### src/rcs_pkg.sv
// constants and types for the reset-cause and start-up sequencer
package rcs_pkg;
   // =====================================================
   // register addresses
   localparam logic [1:0] ADDR_PWRCTL = 2'h0;
   localparam logic [1:0] ADDR_BORCTL = 2'h1;
   localparam logic [1:0] ADDR_STATUS = 2'h2;

   // =====================================================
   // power-control register fields
   localparam int BIT_STK_OVER  = 7;
   localparam int BIT_STK_UNDER = 6;
   localparam int BIT_UNUSED    = 5;
   localparam int BIT_WDT       = 4;
   localparam int BIT_PIN_RST   = 3;
   localparam int BIT_OPCODE    = 2;
   localparam int BIT_POR    = 1;
   localparam int BIT_BOR    = 0;
   localparam logic [7:0] PWRCTL_IMPL_MASK = 8'hDF;

   // status register fields
   localparam int BIT_TIMEOUT   = 4;
   localparam int BIT_POWERDOWN = 3;

   // brown-out control fields
   localparam int BIT_SOFT_BO  = 7;
   localparam int BIT_FAST_BO  = 6;
   localparam int BIT_READY_BO = 0;

   // =====================================================
   // reset values
   localparam logic [7:0]  PWRCTL_POR_VAL = 8'h1C;
   localparam logic [1:0]  BOCTL_RST      = 2'h2;
   localparam logic [2:0]  STATUS_LOW_RST = 3'h0;
   localparam logic [10:0] RESET_VECTOR   = 11'h000;
   localparam logic [10:0] IRQ_VECTOR     = 11'h004;

   // =====================================================
   // timing
   localparam int CLK_MHZ         = 20;
   localparam int PIN_DELAY_OSC   = 10;
   localparam int PIN_DELAY_CYC   = PIN_DELAY_OSC;
   localparam int PWRT_DEFAULT    = 1310720;

   // =====================================================
   // sequencer states, gray along the usual path
   typedef enum logic [2:0] {
      ST_HOLD  = 3'b000,
      ST_PWRT  = 3'b001,
      ST_MCLRW = 3'b011,
      ST_DLY   = 3'b010,
      ST_RUN   = 3'b110,
      ST_SLEEP = 3'b111
   } rcs_state_t;
endpackage

### src/rcs_reset_seq.sv
// reset-cause flags and start-up sequencer
`timescale 1ns/100ps

// Function
// RULE1 - programming exit acts as power-on reset
// RULE2 - power-up timer only when enable_n low
// RULE3 - run needs timer done and pin released
// RULE4 - timer ignores pin; 10 cycles after release
// RULE5 - every true reset loads counter zero
// RULE6 - wake continues next; interrupt vectors after
// RULE7 - power-on sets timeout and powerdown flags
// RULE8 - power-on clears stack, POR; sets three
// RULE9 - brown-out flag update pattern
// RULE10 - watchdog clears its flag and timeout
// RULE11 - master clear flag; sleep adjusts status
// RULE12 - reset opcode clears only its flag
// RULE13 - stack overflow sets flag when enabled
// RULE14 - stack underflow sets flag when enabled
// RULE15 - interrupt wake sets timeout, clears powerdown
// RULE16 - cause flags cleared by hardware only; a firmware write to the power-control register also loads them, zeros included
// RULE17 - power-control bit five reads zero
// RULE18 - timer starts after power reset release
// RULE19 - pin enabled by low-volt or enable bit
// RULE20 - timer length is a parameter
module rcs_reset_seq
   import rcs_pkg::*;
#(
   parameter int PWRT_CYCLES = PWRT_DEFAULT // [RULE20]
) (
   input  wire logic        clk,
   input  wire logic        sys_rst,
   input  wire logic        porEvent,
   input  wire logic        borEvent,
   input  wire logic        progExit,
   input  wire logic        powerupTimerEnableN,
   input  wire logic        masterClearEnable,
   input  wire logic        lowVoltProgEnable,
   input  wire logic        stackResetEnable,
   input  wire logic        masterClearPinN,
   input  wire logic        wdtTimeout,
   input  wire logic        resetOpcode,
   input  wire logic        stackOverflow,
   input  wire logic        stackUnderflow,
   input  wire logic        sleepEnter,
   input  wire logic        irqWake,
   input  wire logic        globalIrqEnable,
   input  wire logic        borReady,
   input  wire logic [10:0] curPc,
   input  wire logic [1:0]  regAddr,
   input  wire logic [7:0]  regWdata,
   input  wire logic        regWr,
   input  wire logic        regRd,
   output logic [7:0]       regRdata,
   output logic             cpuRun,
   output logic             coreReset,
   output logic             pcLoad,
   output logic [10:0]      pcValue,
   output logic             irqPush,
   output logic             sleeping,
   output logic             softBorEnable,
   output logic             borFastStart
);

   // =====================================================
   // event decode
   logic powerRst;
   logic pinRstOn;
   logic pinRst;
   logic stkOvfRst;
   logic stkUnfRst;
   logic wdtRst;
   logic wdtWake;
   logic intWake;
   logic trueRst;
   logic pwrCtlWr;
   logic statusWr;
   logic borCtlWr;
   rcs_state_t state_r;
   logic [21:0] pwrtCnt_r;
   logic [3:0]  dlyCnt_r;
   logic        sleepNext_r;

   assign powerRst  = porEvent | progExit;                  // [RULE1]
   assign pinRstOn  = lowVoltProgEnable | masterClearEnable; // [RULE19]
   assign pinRst    = pinRstOn & ~masterClearPinN;
   assign stkOvfRst = stackResetEnable & stackOverflow;
   assign stkUnfRst = stackResetEnable & stackUnderflow;
   assign wdtRst    = wdtTimeout & (state_r != ST_SLEEP);
   assign wdtWake   = wdtTimeout & (state_r == ST_SLEEP);
   assign intWake   = irqWake & (state_r == ST_SLEEP);
   assign trueRst   = powerRst | borEvent | pinRst | wdtRst | resetOpcode
                      | stkOvfRst | stkUnfRst;
   assign pwrCtlWr  = regWr & (regAddr == ADDR_PWRCTL);
   assign statusWr  = regWr & (regAddr == ADDR_STATUS);
   assign borCtlWr  = regWr & (regAddr == ADDR_BORCTL);

   // =====================================================
   // start-up sequencer
   always_ff @(posedge clk or posedge sys_rst) begin
      if (sys_rst) begin
         state_r <= ST_HOLD;
      end else if (powerRst | borEvent) begin
         state_r <= ST_HOLD;                                // [RULE18]
      end else begin
         case (state_r)
            ST_HOLD: begin
               if (!powerupTimerEnableN) begin
                  state_r <= ST_PWRT;                       // [RULE2]
               end else begin
                  state_r <= ST_MCLRW;
               end
            end
            ST_PWRT: begin
               // timer counts even while the pin is held low
               if (pwrtCnt_r >= 22'(PWRT_CYCLES - 1)) begin
                  state_r <= ST_MCLRW;                      // [RULE4]
               end
            end
            ST_MCLRW: begin
               if (!pinRst) begin
                  state_r <= ST_DLY;                        // [RULE3]
               end
            end
            ST_DLY: begin
               if (pinRst) begin
                  state_r <= ST_MCLRW;
               end else if (dlyCnt_r == 4'(PIN_DELAY_CYC - 1)) begin
                  state_r <= ST_RUN;                        // [RULE4]
               end
            end
            ST_RUN: begin
               if (pinRst | wdtRst | resetOpcode | stkOvfRst | stkUnfRst) begin
                  state_r <= ST_MCLRW;
               end else if (sleepEnter) begin
                  state_r <= ST_SLEEP;
               end
            end
            ST_SLEEP: begin
               if (pinRst) begin
                  state_r <= ST_MCLRW;
               end else if (wdtWake | intWake) begin
                  state_r <= ST_RUN;                        // [RULE6]
               end
            end
            default: state_r <= ST_HOLD;
         endcase
      end
   end

   always_ff @(posedge clk or posedge sys_rst) begin
      if (sys_rst) begin
         pwrtCnt_r <= 22'h000000;
      end else if (state_r == ST_PWRT) begin
         pwrtCnt_r <= pwrtCnt_r + 22'h000001;
      end else begin
         pwrtCnt_r <= 22'h000000;
      end
   end

   always_ff @(posedge clk or posedge sys_rst) begin
      if (sys_rst) begin
         dlyCnt_r <= 4'h0;
      end else if (state_r == ST_DLY) begin
         dlyCnt_r <= dlyCnt_r + 4'h1;
      end else begin
         dlyCnt_r <= 4'h0;
      end
   end

   always_ff @(posedge clk or posedge sys_rst) begin
      if (sys_rst) begin
         cpuRun    <= 1'b0;
         coreReset <= 1'b1;
         sleeping  <= 1'b0;
      end else begin
         cpuRun    <= (state_r == ST_RUN) & ~trueRst;
         coreReset <= (state_r != ST_RUN) & (state_r != ST_SLEEP) | trueRst;
         sleeping  <= (state_r == ST_SLEEP) & ~(wdtWake | intWake | trueRst);
      end
   end

   // =====================================================
   // program counter load
   always_ff @(posedge clk or posedge sys_rst) begin
      if (sys_rst) begin
         pcLoad      <= 1'b1;
         pcValue     <= RESET_VECTOR;
         irqPush     <= 1'b0;
         sleepNext_r <= 1'b0;
      end else begin
         pcLoad      <= 1'b0;
         irqPush     <= 1'b0;
         sleepNext_r <= 1'b0;
         if (trueRst) begin
            pcLoad  <= 1'b1;
            pcValue <= RESET_VECTOR;                        // [RULE5]
         end else if (wdtWake | intWake) begin
            pcLoad      <= 1'b1;
            pcValue     <= curPc + 11'h001;                 // [RULE6]
            sleepNext_r <= intWake & globalIrqEnable;
         end else if (sleepNext_r) begin
            // next instruction has run; now take the vector
            pcLoad  <= 1'b1;
            pcValue <= IRQ_VECTOR;                          // [RULE6]
            irqPush <= 1'b1;
         end
      end
   end

   // =====================================================
   // power-control flags (events win over firmware writes)
   logic [7:0] pwrCtl_r;
   logic [7:0] pwrCtl_nxt;

   always_comb begin
      pwrCtl_nxt = pwrCtl_r;
      if (pwrCtlWr) begin
         pwrCtl_nxt = regWdata & PWRCTL_IMPL_MASK;          // [RULE17]
      end
      if (powerRst) begin
         pwrCtl_nxt = PWRCTL_POR_VAL | {7'h00, pwrCtl_r[BIT_BOR]}; // [RULE8]
      end else begin
         if (borEvent) begin
            pwrCtl_nxt[BIT_STK_OVER]  = 1'b0;               // [RULE9]
            pwrCtl_nxt[BIT_STK_UNDER] = 1'b0;
            pwrCtl_nxt[BIT_PIN_RST]   = 1'b1;
            pwrCtl_nxt[BIT_OPCODE]    = 1'b1;
            pwrCtl_nxt[BIT_POR]    = pwrCtl_r[BIT_POR];
            pwrCtl_nxt[BIT_WDT]    = pwrCtl_r[BIT_WDT];
            pwrCtl_nxt[BIT_BOR]    = 1'b0;
         end
         if (wdtRst) begin
            pwrCtl_nxt[BIT_WDT] = 1'b0;                     // [RULE10] [RULE16]
         end
         if (pinRst) begin
            pwrCtl_nxt[BIT_PIN_RST] = 1'b0;                 // [RULE11] [RULE16]
         end
         if (resetOpcode) begin
            pwrCtl_nxt[BIT_OPCODE] = 1'b0;                  // [RULE12] [RULE16]
         end
         if (stkOvfRst) begin
            pwrCtl_nxt[BIT_STK_OVER] = 1'b1;                // [RULE13]
         end
         if (stkUnfRst) begin
            pwrCtl_nxt[BIT_STK_UNDER] = 1'b1;               // [RULE14]
         end
      end
   end

   always_ff @(posedge clk or posedge sys_rst) begin
      if (sys_rst) begin
         pwrCtl_r <= PWRCTL_POR_VAL;
      end else begin
         pwrCtl_r <= pwrCtl_nxt;
      end
   end

   // =====================================================
   // status timeout / powerdown and low status bits
   logic timeout_r;
   logic powerdown_r;
   logic [2:0] statusLow_r;

   always_ff @(posedge clk or posedge sys_rst) begin
      if (sys_rst) begin
         timeout_r   <= 1'b1;
         powerdown_r <= 1'b1;
         statusLow_r <= STATUS_LOW_RST;
      end else begin
         if (statusWr) begin
            statusLow_r <= regWdata[2:0];
         end
         // timeout and powerdown are read-only to firmware
         if (powerRst) begin
            timeout_r   <= 1'b1;                            // [RULE7]
            powerdown_r <= 1'b1;
            statusLow_r <= STATUS_LOW_RST;
         end else if (borEvent) begin
            timeout_r   <= 1'b1;                            // [RULE9]
            powerdown_r <= 1'b1;
         end else if (pinRst & (state_r == ST_SLEEP)) begin
            timeout_r   <= 1'b1;                            // [RULE11]
            powerdown_r <= 1'b0;
         end else if (wdtRst) begin
            timeout_r <= 1'b0;                              // [RULE10]
         end else if (wdtWake) begin
            timeout_r   <= 1'b0;                            // [RULE10]
            powerdown_r <= 1'b0;
         end else if (intWake) begin
            timeout_r   <= 1'b1;                            // [RULE15]
            powerdown_r <= 1'b0;
         end else if (sleepEnter & (state_r == ST_RUN)) begin
            timeout_r   <= 1'b1;
            powerdown_r <= 1'b0;
         end
      end
   end

   // =====================================================
   // brown-out control
   always_ff @(posedge clk or posedge sys_rst) begin
      if (sys_rst) begin
         softBorEnable <= BOCTL_RST[1];
         borFastStart  <= BOCTL_RST[0];
      end else if (powerRst | borEvent) begin
         softBorEnable <= BOCTL_RST[1];
         borFastStart  <= BOCTL_RST[0];
      end else if (borCtlWr) begin
         softBorEnable <= regWdata[BIT_SOFT_BO];
         borFastStart  <= regWdata[BIT_FAST_BO];
      end
   end

   // =====================================================
   // read port, data one cycle after the strobe
   always_ff @(posedge clk or posedge sys_rst) begin
      if (sys_rst) begin
         regRdata <= 8'h00;
      end else if (regRd) begin
         case (regAddr)
            ADDR_PWRCTL: regRdata <= pwrCtl_r & PWRCTL_IMPL_MASK; // [RULE17]
            ADDR_BORCTL: regRdata <= {softBorEnable, borFastStart, 5'h00, borReady};
            ADDR_STATUS: regRdata <= {3'h0, timeout_r, powerdown_r, statusLow_r};
            default:     regRdata <= 8'h00;
         endcase
      end else begin
         regRdata <= 8'h00;
      end
   end

endmodule

### config.mk
export PLATFORM = sky130hd
export DESIGN_NAME = rcs_reset_seq
export DESIGN_NICKNAME = d
export VERILOG_FILES = /design/src/rcs_pkg.sv /design/src/rcs_reset_seq.sv
export SDC_FILE = /design/constraint.sdc
export NUM_CORES = 1
export LEC_CHECK = 0
export BUFFER_PORTS_ARGS = -buffer_cell sky130_fd_sc_hd__clkbuf_2
export CORE_AREA = 2 2 89 91
export DETAILED_ROUTE_END_ITERATION = 16
export DIE_AREA = 0 0 91 93
export PLACE_DENSITY = 0.64
export SLEW_MARGIN = 15
export SYNTH_ARGS = -nofsm -noshare
export SYNTH_HDL_FRONTEND = slang
export SYNTH_SLANG_ARGS = --single-unit
export TNS_END_PERCENT = 1
### constraint.sdc
create_clock -name clk -period 4.7 [get_ports clk]
set_clock_uncertainty 0.15 [all_clocks]
set_input_delay 0 -clock clk [delete_from_list [all_inputs] [get_ports clk]]
set_output_delay 0 -clock clk [all_outputs]
set_load 0.1 [all_outputs]
=== Yosys cells after proc, flatten, opt, wreduce, memory -nomap -nowiden ===
Cells that the tools add are included.

* Flip-flop bits (word level): 68
* Output and inout port bits: 26
* Input bits: 41
* Word-level logic and storage cells: 153

* Order comparisons: 1
* Bitwise logic cells: 34
* Equal/unequal tests: 18
* Reduce and logical (&&, ||, !) cells: 19
* Multiplexer cells: 55
* Add/sub/neg operators: 3

{| class="wikitable"
|+ Operators with widths
! kind !! number
|-
| $mux W11 || 3
|-
| $mux W3 || 11
|-
| $mux W1 || 30
|-
| $pmux W8 S3 || 1
|-
| $add A22 B1 Y22 const B || 1
|-
| $ge A22 B21 Y1 const B || 1
|-
| $mux W22 || 1
|-
| $pmux W3 S6 || 1
|-
| $mux W8 || 2
|-
| $ne A4 B3 Y1 const B || 4
|-
| $reduce_bool A4 Y1 || 4
|-
| $and A1 B1 Y1 || 15
|-
| $or A1 B1 Y1 || 15
|-
| $add A11 B1 Y11 const B || 1
|-
| $mux W5 || 2
|-
| $ne A3 B3 Y1 const B || 3
|-
| $reduce_and A2 Y1 || 4
|-
| $reduce_bool A2 Y1 || 4
|-
| $reduce_bool A7 Y1 || 1
|-
| $eq A3 B2 Y1 const B || 2
|-
| $eq A3 B3 Y1 const B || 2
|-
| $mux W2 || 3
|-
| $reduce_bool A3 Y1 || 2
|-
| $reduce_bool A6 Y1 || 1
|-
| 13 further kinds || 16
|}

=== Depth between registers and ports, before layout ===
* Depth after elaboration: 10
* Gate-level depth with buffers: 7

=== Worst setup path before layout ===
No wires, ideal clock.

* Kind: reg2reg
* Start point: reg state_r[2]
* End point: reg state_r[1]
* Setup time: 0.121 ns
* Arrival time: 1.524 ns
* Stages on the path, launching flop included: 8
* Path buffers: 2
* Slack: 2.905 ns
* Path through: dfrtp_1 -> buf_2 -> or3b_1 -> buf_2 -> nor4b_2 -> o31ai_1 -> a31oi_1 -> nor2_1

* Word-level cells in the longest chain between the ends: 9

{| class="wikitable"
|+ Ends and longest elaborated chain
! element !! RTL line !! RTL
|-
| start: declaration || rcs_reset_seq.sv:78 || <nowiki>rcs_state_t state_r;</nowiki>
|-
| start signal: assignment || rcs_reset_seq.sv:101 || <nowiki>state_r <= ST_HOLD;</nowiki>
|-
| start signal: assignment || rcs_reset_seq.sv:103 || <nowiki>state_r <= ST_HOLD;</nowiki>
|-
| start signal: assignment || rcs_reset_seq.sv:108 || <nowiki>state_r <= ST_PWRT;</nowiki>
|-
| $ne A3 B3 Y1 || rcs_reset_seq.sv:88 || <nowiki>assign wdtRst = wdtTimeout & (state_r != ST_SLEEP);</nowiki>
|-
| $and A1 B1 Y1 || rcs_reset_seq.sv:88 ||
|-
| $or A1 B1 Y1 (4 in a row) || rcs_reset_seq.sv:132 || <nowiki>if (pinRst | wdtRst | resetOpcode | stkOvfRst | stkUnfRst) begin</nowiki>
|-
| $mux W3 || rcs_reset_seq.sv:132 ||
|-
| $pmux W3 S6 || rcs_reset_seq.sv:105 || <nowiki>case (state_r)</nowiki>
|-
| $mux W3 || rcs_reset_seq.sv:102 || <nowiki>end else if (powerRst | borEvent) begin</nowiki>
|}

Parallel ways exist; a longest one is shown, timed or not.
A chain may end at the register's enable or synchronous reset.

=== Final worst setup path ===
* Start point: in regAddr[1]
* End point: reg pwrCtl_r[7]

* Word-level cells in the longest chain between the ends: 3

{| class="wikitable"
|+ Ends and longest elaborated chain
! element !! RTL line !! RTL
|-
| start: declaration || rcs_reset_seq.sv:49 || <nowiki>input wire logic [1:0] regAddr,</nowiki>
|-
| $logic_not A2 Y1 || rcs_reset_seq.sv:93 || <nowiki>assign pwrCtlWr = regWr & (regAddr == ADDR_PWRCTL);</nowiki>
|-
| $and A1 B1 Y1 || rcs_reset_seq.sv:93 ||
|-
| $reduce_bool A4 Y1 (no line) || - ||
|-
| end signal: assignment || rcs_reset_seq.sv:254 || <nowiki>pwrCtl_r <= pwrCtl_nxt;</nowiki>
|-
| end: declaration || rcs_reset_seq.sv:212 || <nowiki>logic [7:0] pwrCtl_r;</nowiki>
|}

No other way between the ends.

==> qor.txt <==
diode count - 0
Port Buf Inserts - 64
Syn Nets - 364
I/O Pins - 67
Synth cell types - 55
overall power - 1.22 mW
syn avg cell area - 10.3 sq um
R2R cell count - 5
detailed-router iteration count before antenna repair - 4
flops & latches, synth - 67
share of cells above drive strength 1 - 22.2%
Synth Area in XOR/XNOR - 8.24%
final core occ - 58.8%
final WL - 7.21 mm
crit-path cells - dlygate4sd3_1, clkbuf_2, nor3b_2, mux2i_1, nor2_1, a21oi_1, dlygate4sd3_1, nor2_1, dlygate4sd3_1
vias - 2,705
commonest non-fill, non-tap cell in the layout - clkbuf_2
nets@finish - 482
H-tree Lvls - 3
min cycle time layout - 2830 ps
WL per Instance - 13.3 um
Worst Max-Slew Pin Slew - 846 ps
Peak supply drop - 0.153 mV
worst hold path type - primary input to flop
row count - 32
DP HPWL - 4.47 mm
post-CTS setup buffer count - 0
global-route wire length before repair - 12.4 mm
RSZ-0062 raised after global routing - no
Simple-Gate Fraction of Synth Area - 22.1%
RR Startpoint - state_r[2]$_DFFE_PP0P_
Crit. End Element - flop
maximum achievable frequency - 354 MHz
placed cell count - 473
hold depth - 4
worst hold slack - 18.8 ps
hold buffer count at cts - 55
vias per cell - 4.97
Final Cycle Share - 60.2%
Syn Inst Count - 319
Pwr Density - 275 mW/mm^2
clock buffer depth - 2
EDFF count, synth - 0
routability cong. - 0.790
design area - 0.00443 sq mm
initial core utilization - 43.8%
CP startpoint kind - primary input
initial antenna violation count - 0
Synth warnings - 0
height of the die - 93 um
final hold vios - 0
final setup fails - 0
drt drc - 0
synth-to-layout area growth - 34.4%
reg-to-reg slack, setup - 2480 ps
Mapped Area - 0.00330 sq mm
Total GRT Usage - 18.1%
Slew Limit Fails - 0
largest stage delay on the critical path - 570 ps
Setup CP Type - primary input to flop
CTS root buf - clkbuf_8
Die W - 91 um
main combinational cell family by area after synthesis - simple AND/OR/NAND/NOR gates
Static Leak - 1.98 nW
largest cells by area after synthesis - dfrtp_1 (45%), dfstp_2 (6.4%), nor2_1 (6.0%)
register area share after synthesis - 51.2%
final setup margin - 1870 ps
most frequent cells in the layout - clkbuf_2 (64), dfrtp_1 (59), dlygate4sd3_1 (55), nor2_1 (53), xor2_1 (18)
CP Data Required Time - 4760 ps
reg2reg end - state_r[1]$_DFFE_PP0P_
slowest library cell on the worst path - nor3b_2
Worst path most repeated cell - dlygate4sd3_1
top cell type's share of synthesized area - 44.8%
largest net degree at the start of global routing - 68
CTS sink cnt - 67
Slew HR - 43.6%
post-route antenna net violation count - 0
# fillers - 655
non-filler cells, final - 544
Worst Setup SP - regAddr[1]
post_cts resized - 0
GRT overflow - 0
Compound-Gate Fraction of Synth Area - 8.96%
status - completed
CTS tree - built
Max-Cap Viols - 0
CP max FO - 10
Die ar. - 0.00846 sq mm
number of global-route vias before repair - 2,645
post-synthesis mux area share - 4.86%
Primary FF master, synth - dfrtp_1
Hold Path Sink - statusLow_r[0]$_DFFE_PP0P_
WP depth - 9
TNS Setup - 0 ps
dpl cell area - 0.00368 sq mm
ys async rst share - 100%
worst path bufs/invs - 4
area of the core - 0.00753 sq mm
adder-cell share of the synthesized area - 1.52%
DRT iter0 DRCs - 118
startpoint of the worst hold path - regWr
top cell family by delay on the critical path - buffers and inverters
setup slack at placement - 2480 ps
clock-pin slew on the worst setup and hold paths - 80 ps
WP data arrival - 2890 ps
cell taking the most area after synthesis - dfrtp_1
Num CTS Buffers - 9
clk_lat worst skew - 340 ps
area by class of cell:
cell class	count	area (sq um)	share of cell area, %
clock buffers	14	163	3.67
clock inverters	2	35.0	0.791
inverters	8	30.0	0.678
multi-input cells	231	1510	34.1
flip-flops and latches	67	1690	38.1
well taps	102	128	2.88
repair buffers	120	878	19.8
worst max path at each step:
stage                                          end  slack (ps)
after floorplan           borFastStart$_DFFE_PP0P_        2880
after global placement      state_r[1]$_DFFE_PP0P_        2500
after detailed placement    state_r[1]$_DFFE_PP0P_        2480
after CTS                  pwrCtl_r[7]$_DFFE_PP0P_        1910
after global routing       pwrCtl_r[7]$_DFFE_PP0P_        1660
final                      pwrCtl_r[7]$_DFFE_PP0P_        1870
layer usage:
metal  up-vias  GRT usage, %  routed length (um)
li1       1341             -                   -
met1      1297          24.4                3400
met2        56          29.3                3420
met3        11          3.30                 266
met4         0          6.44                 126
met5         -             0                   0
cells by family (layout without fill, tap and decap cells):
kind of cell	after synthesis	count (layout)
compound gates	40	40
xor+xnor	31	31
fa+ha+maj	4	4
buf+inv	21	144
flops	67	67
mux	16	16
other cells	1	1
simple gates	139	139
tightest hold or removal path: stages:
cell and delay (ps):
clkbuf_2 100, nand3b_1 190, mux2i_1 100, nor2_1 80
synthesized netlist by cell type, drive strengths merged, types with 2 or more instances:
library cell	n
a211oi	4
a21oi	6
a31oi	2
and2	4
and3	4
and4	4
buf	7
clkbuf	6
dfrtp	59
dfstp	8
ha	4
inv	8
mux2i	16
nand2	18
nand2b	2
nand3	18
nand3b	4
nand4	5
nor2	54
nor2b	3
nor3	9
nor3b	2
nor4	4
o21ai	9
o2bb2ai	10
or3b	2
xnor2	13
xor2	18
flip-flops by register name, indices dropped and copies added (netlist names):
signal and flops:
borFastStart 1, pwrtCnt_r 22, pwrCtl_r 7, timeout_r 1, sleepNext_r 1, regRdata 7, powerdown_r 1, state_r 3
coreReset 1, sleeping 1, dlyCnt_r 4, pcValue 11, softBorEnable 1, statusLow_r 3, pcLoad 1, cpuRun 1
irqPush 1
power by group:
group	internal [mW]	switching, mW
clock network	0.274	0.207
registers	0.586	0.00669
logic	0.0636	0.0820
total	0.924	0.295
No activity file was read; power rests on OpenSTA's default activity.
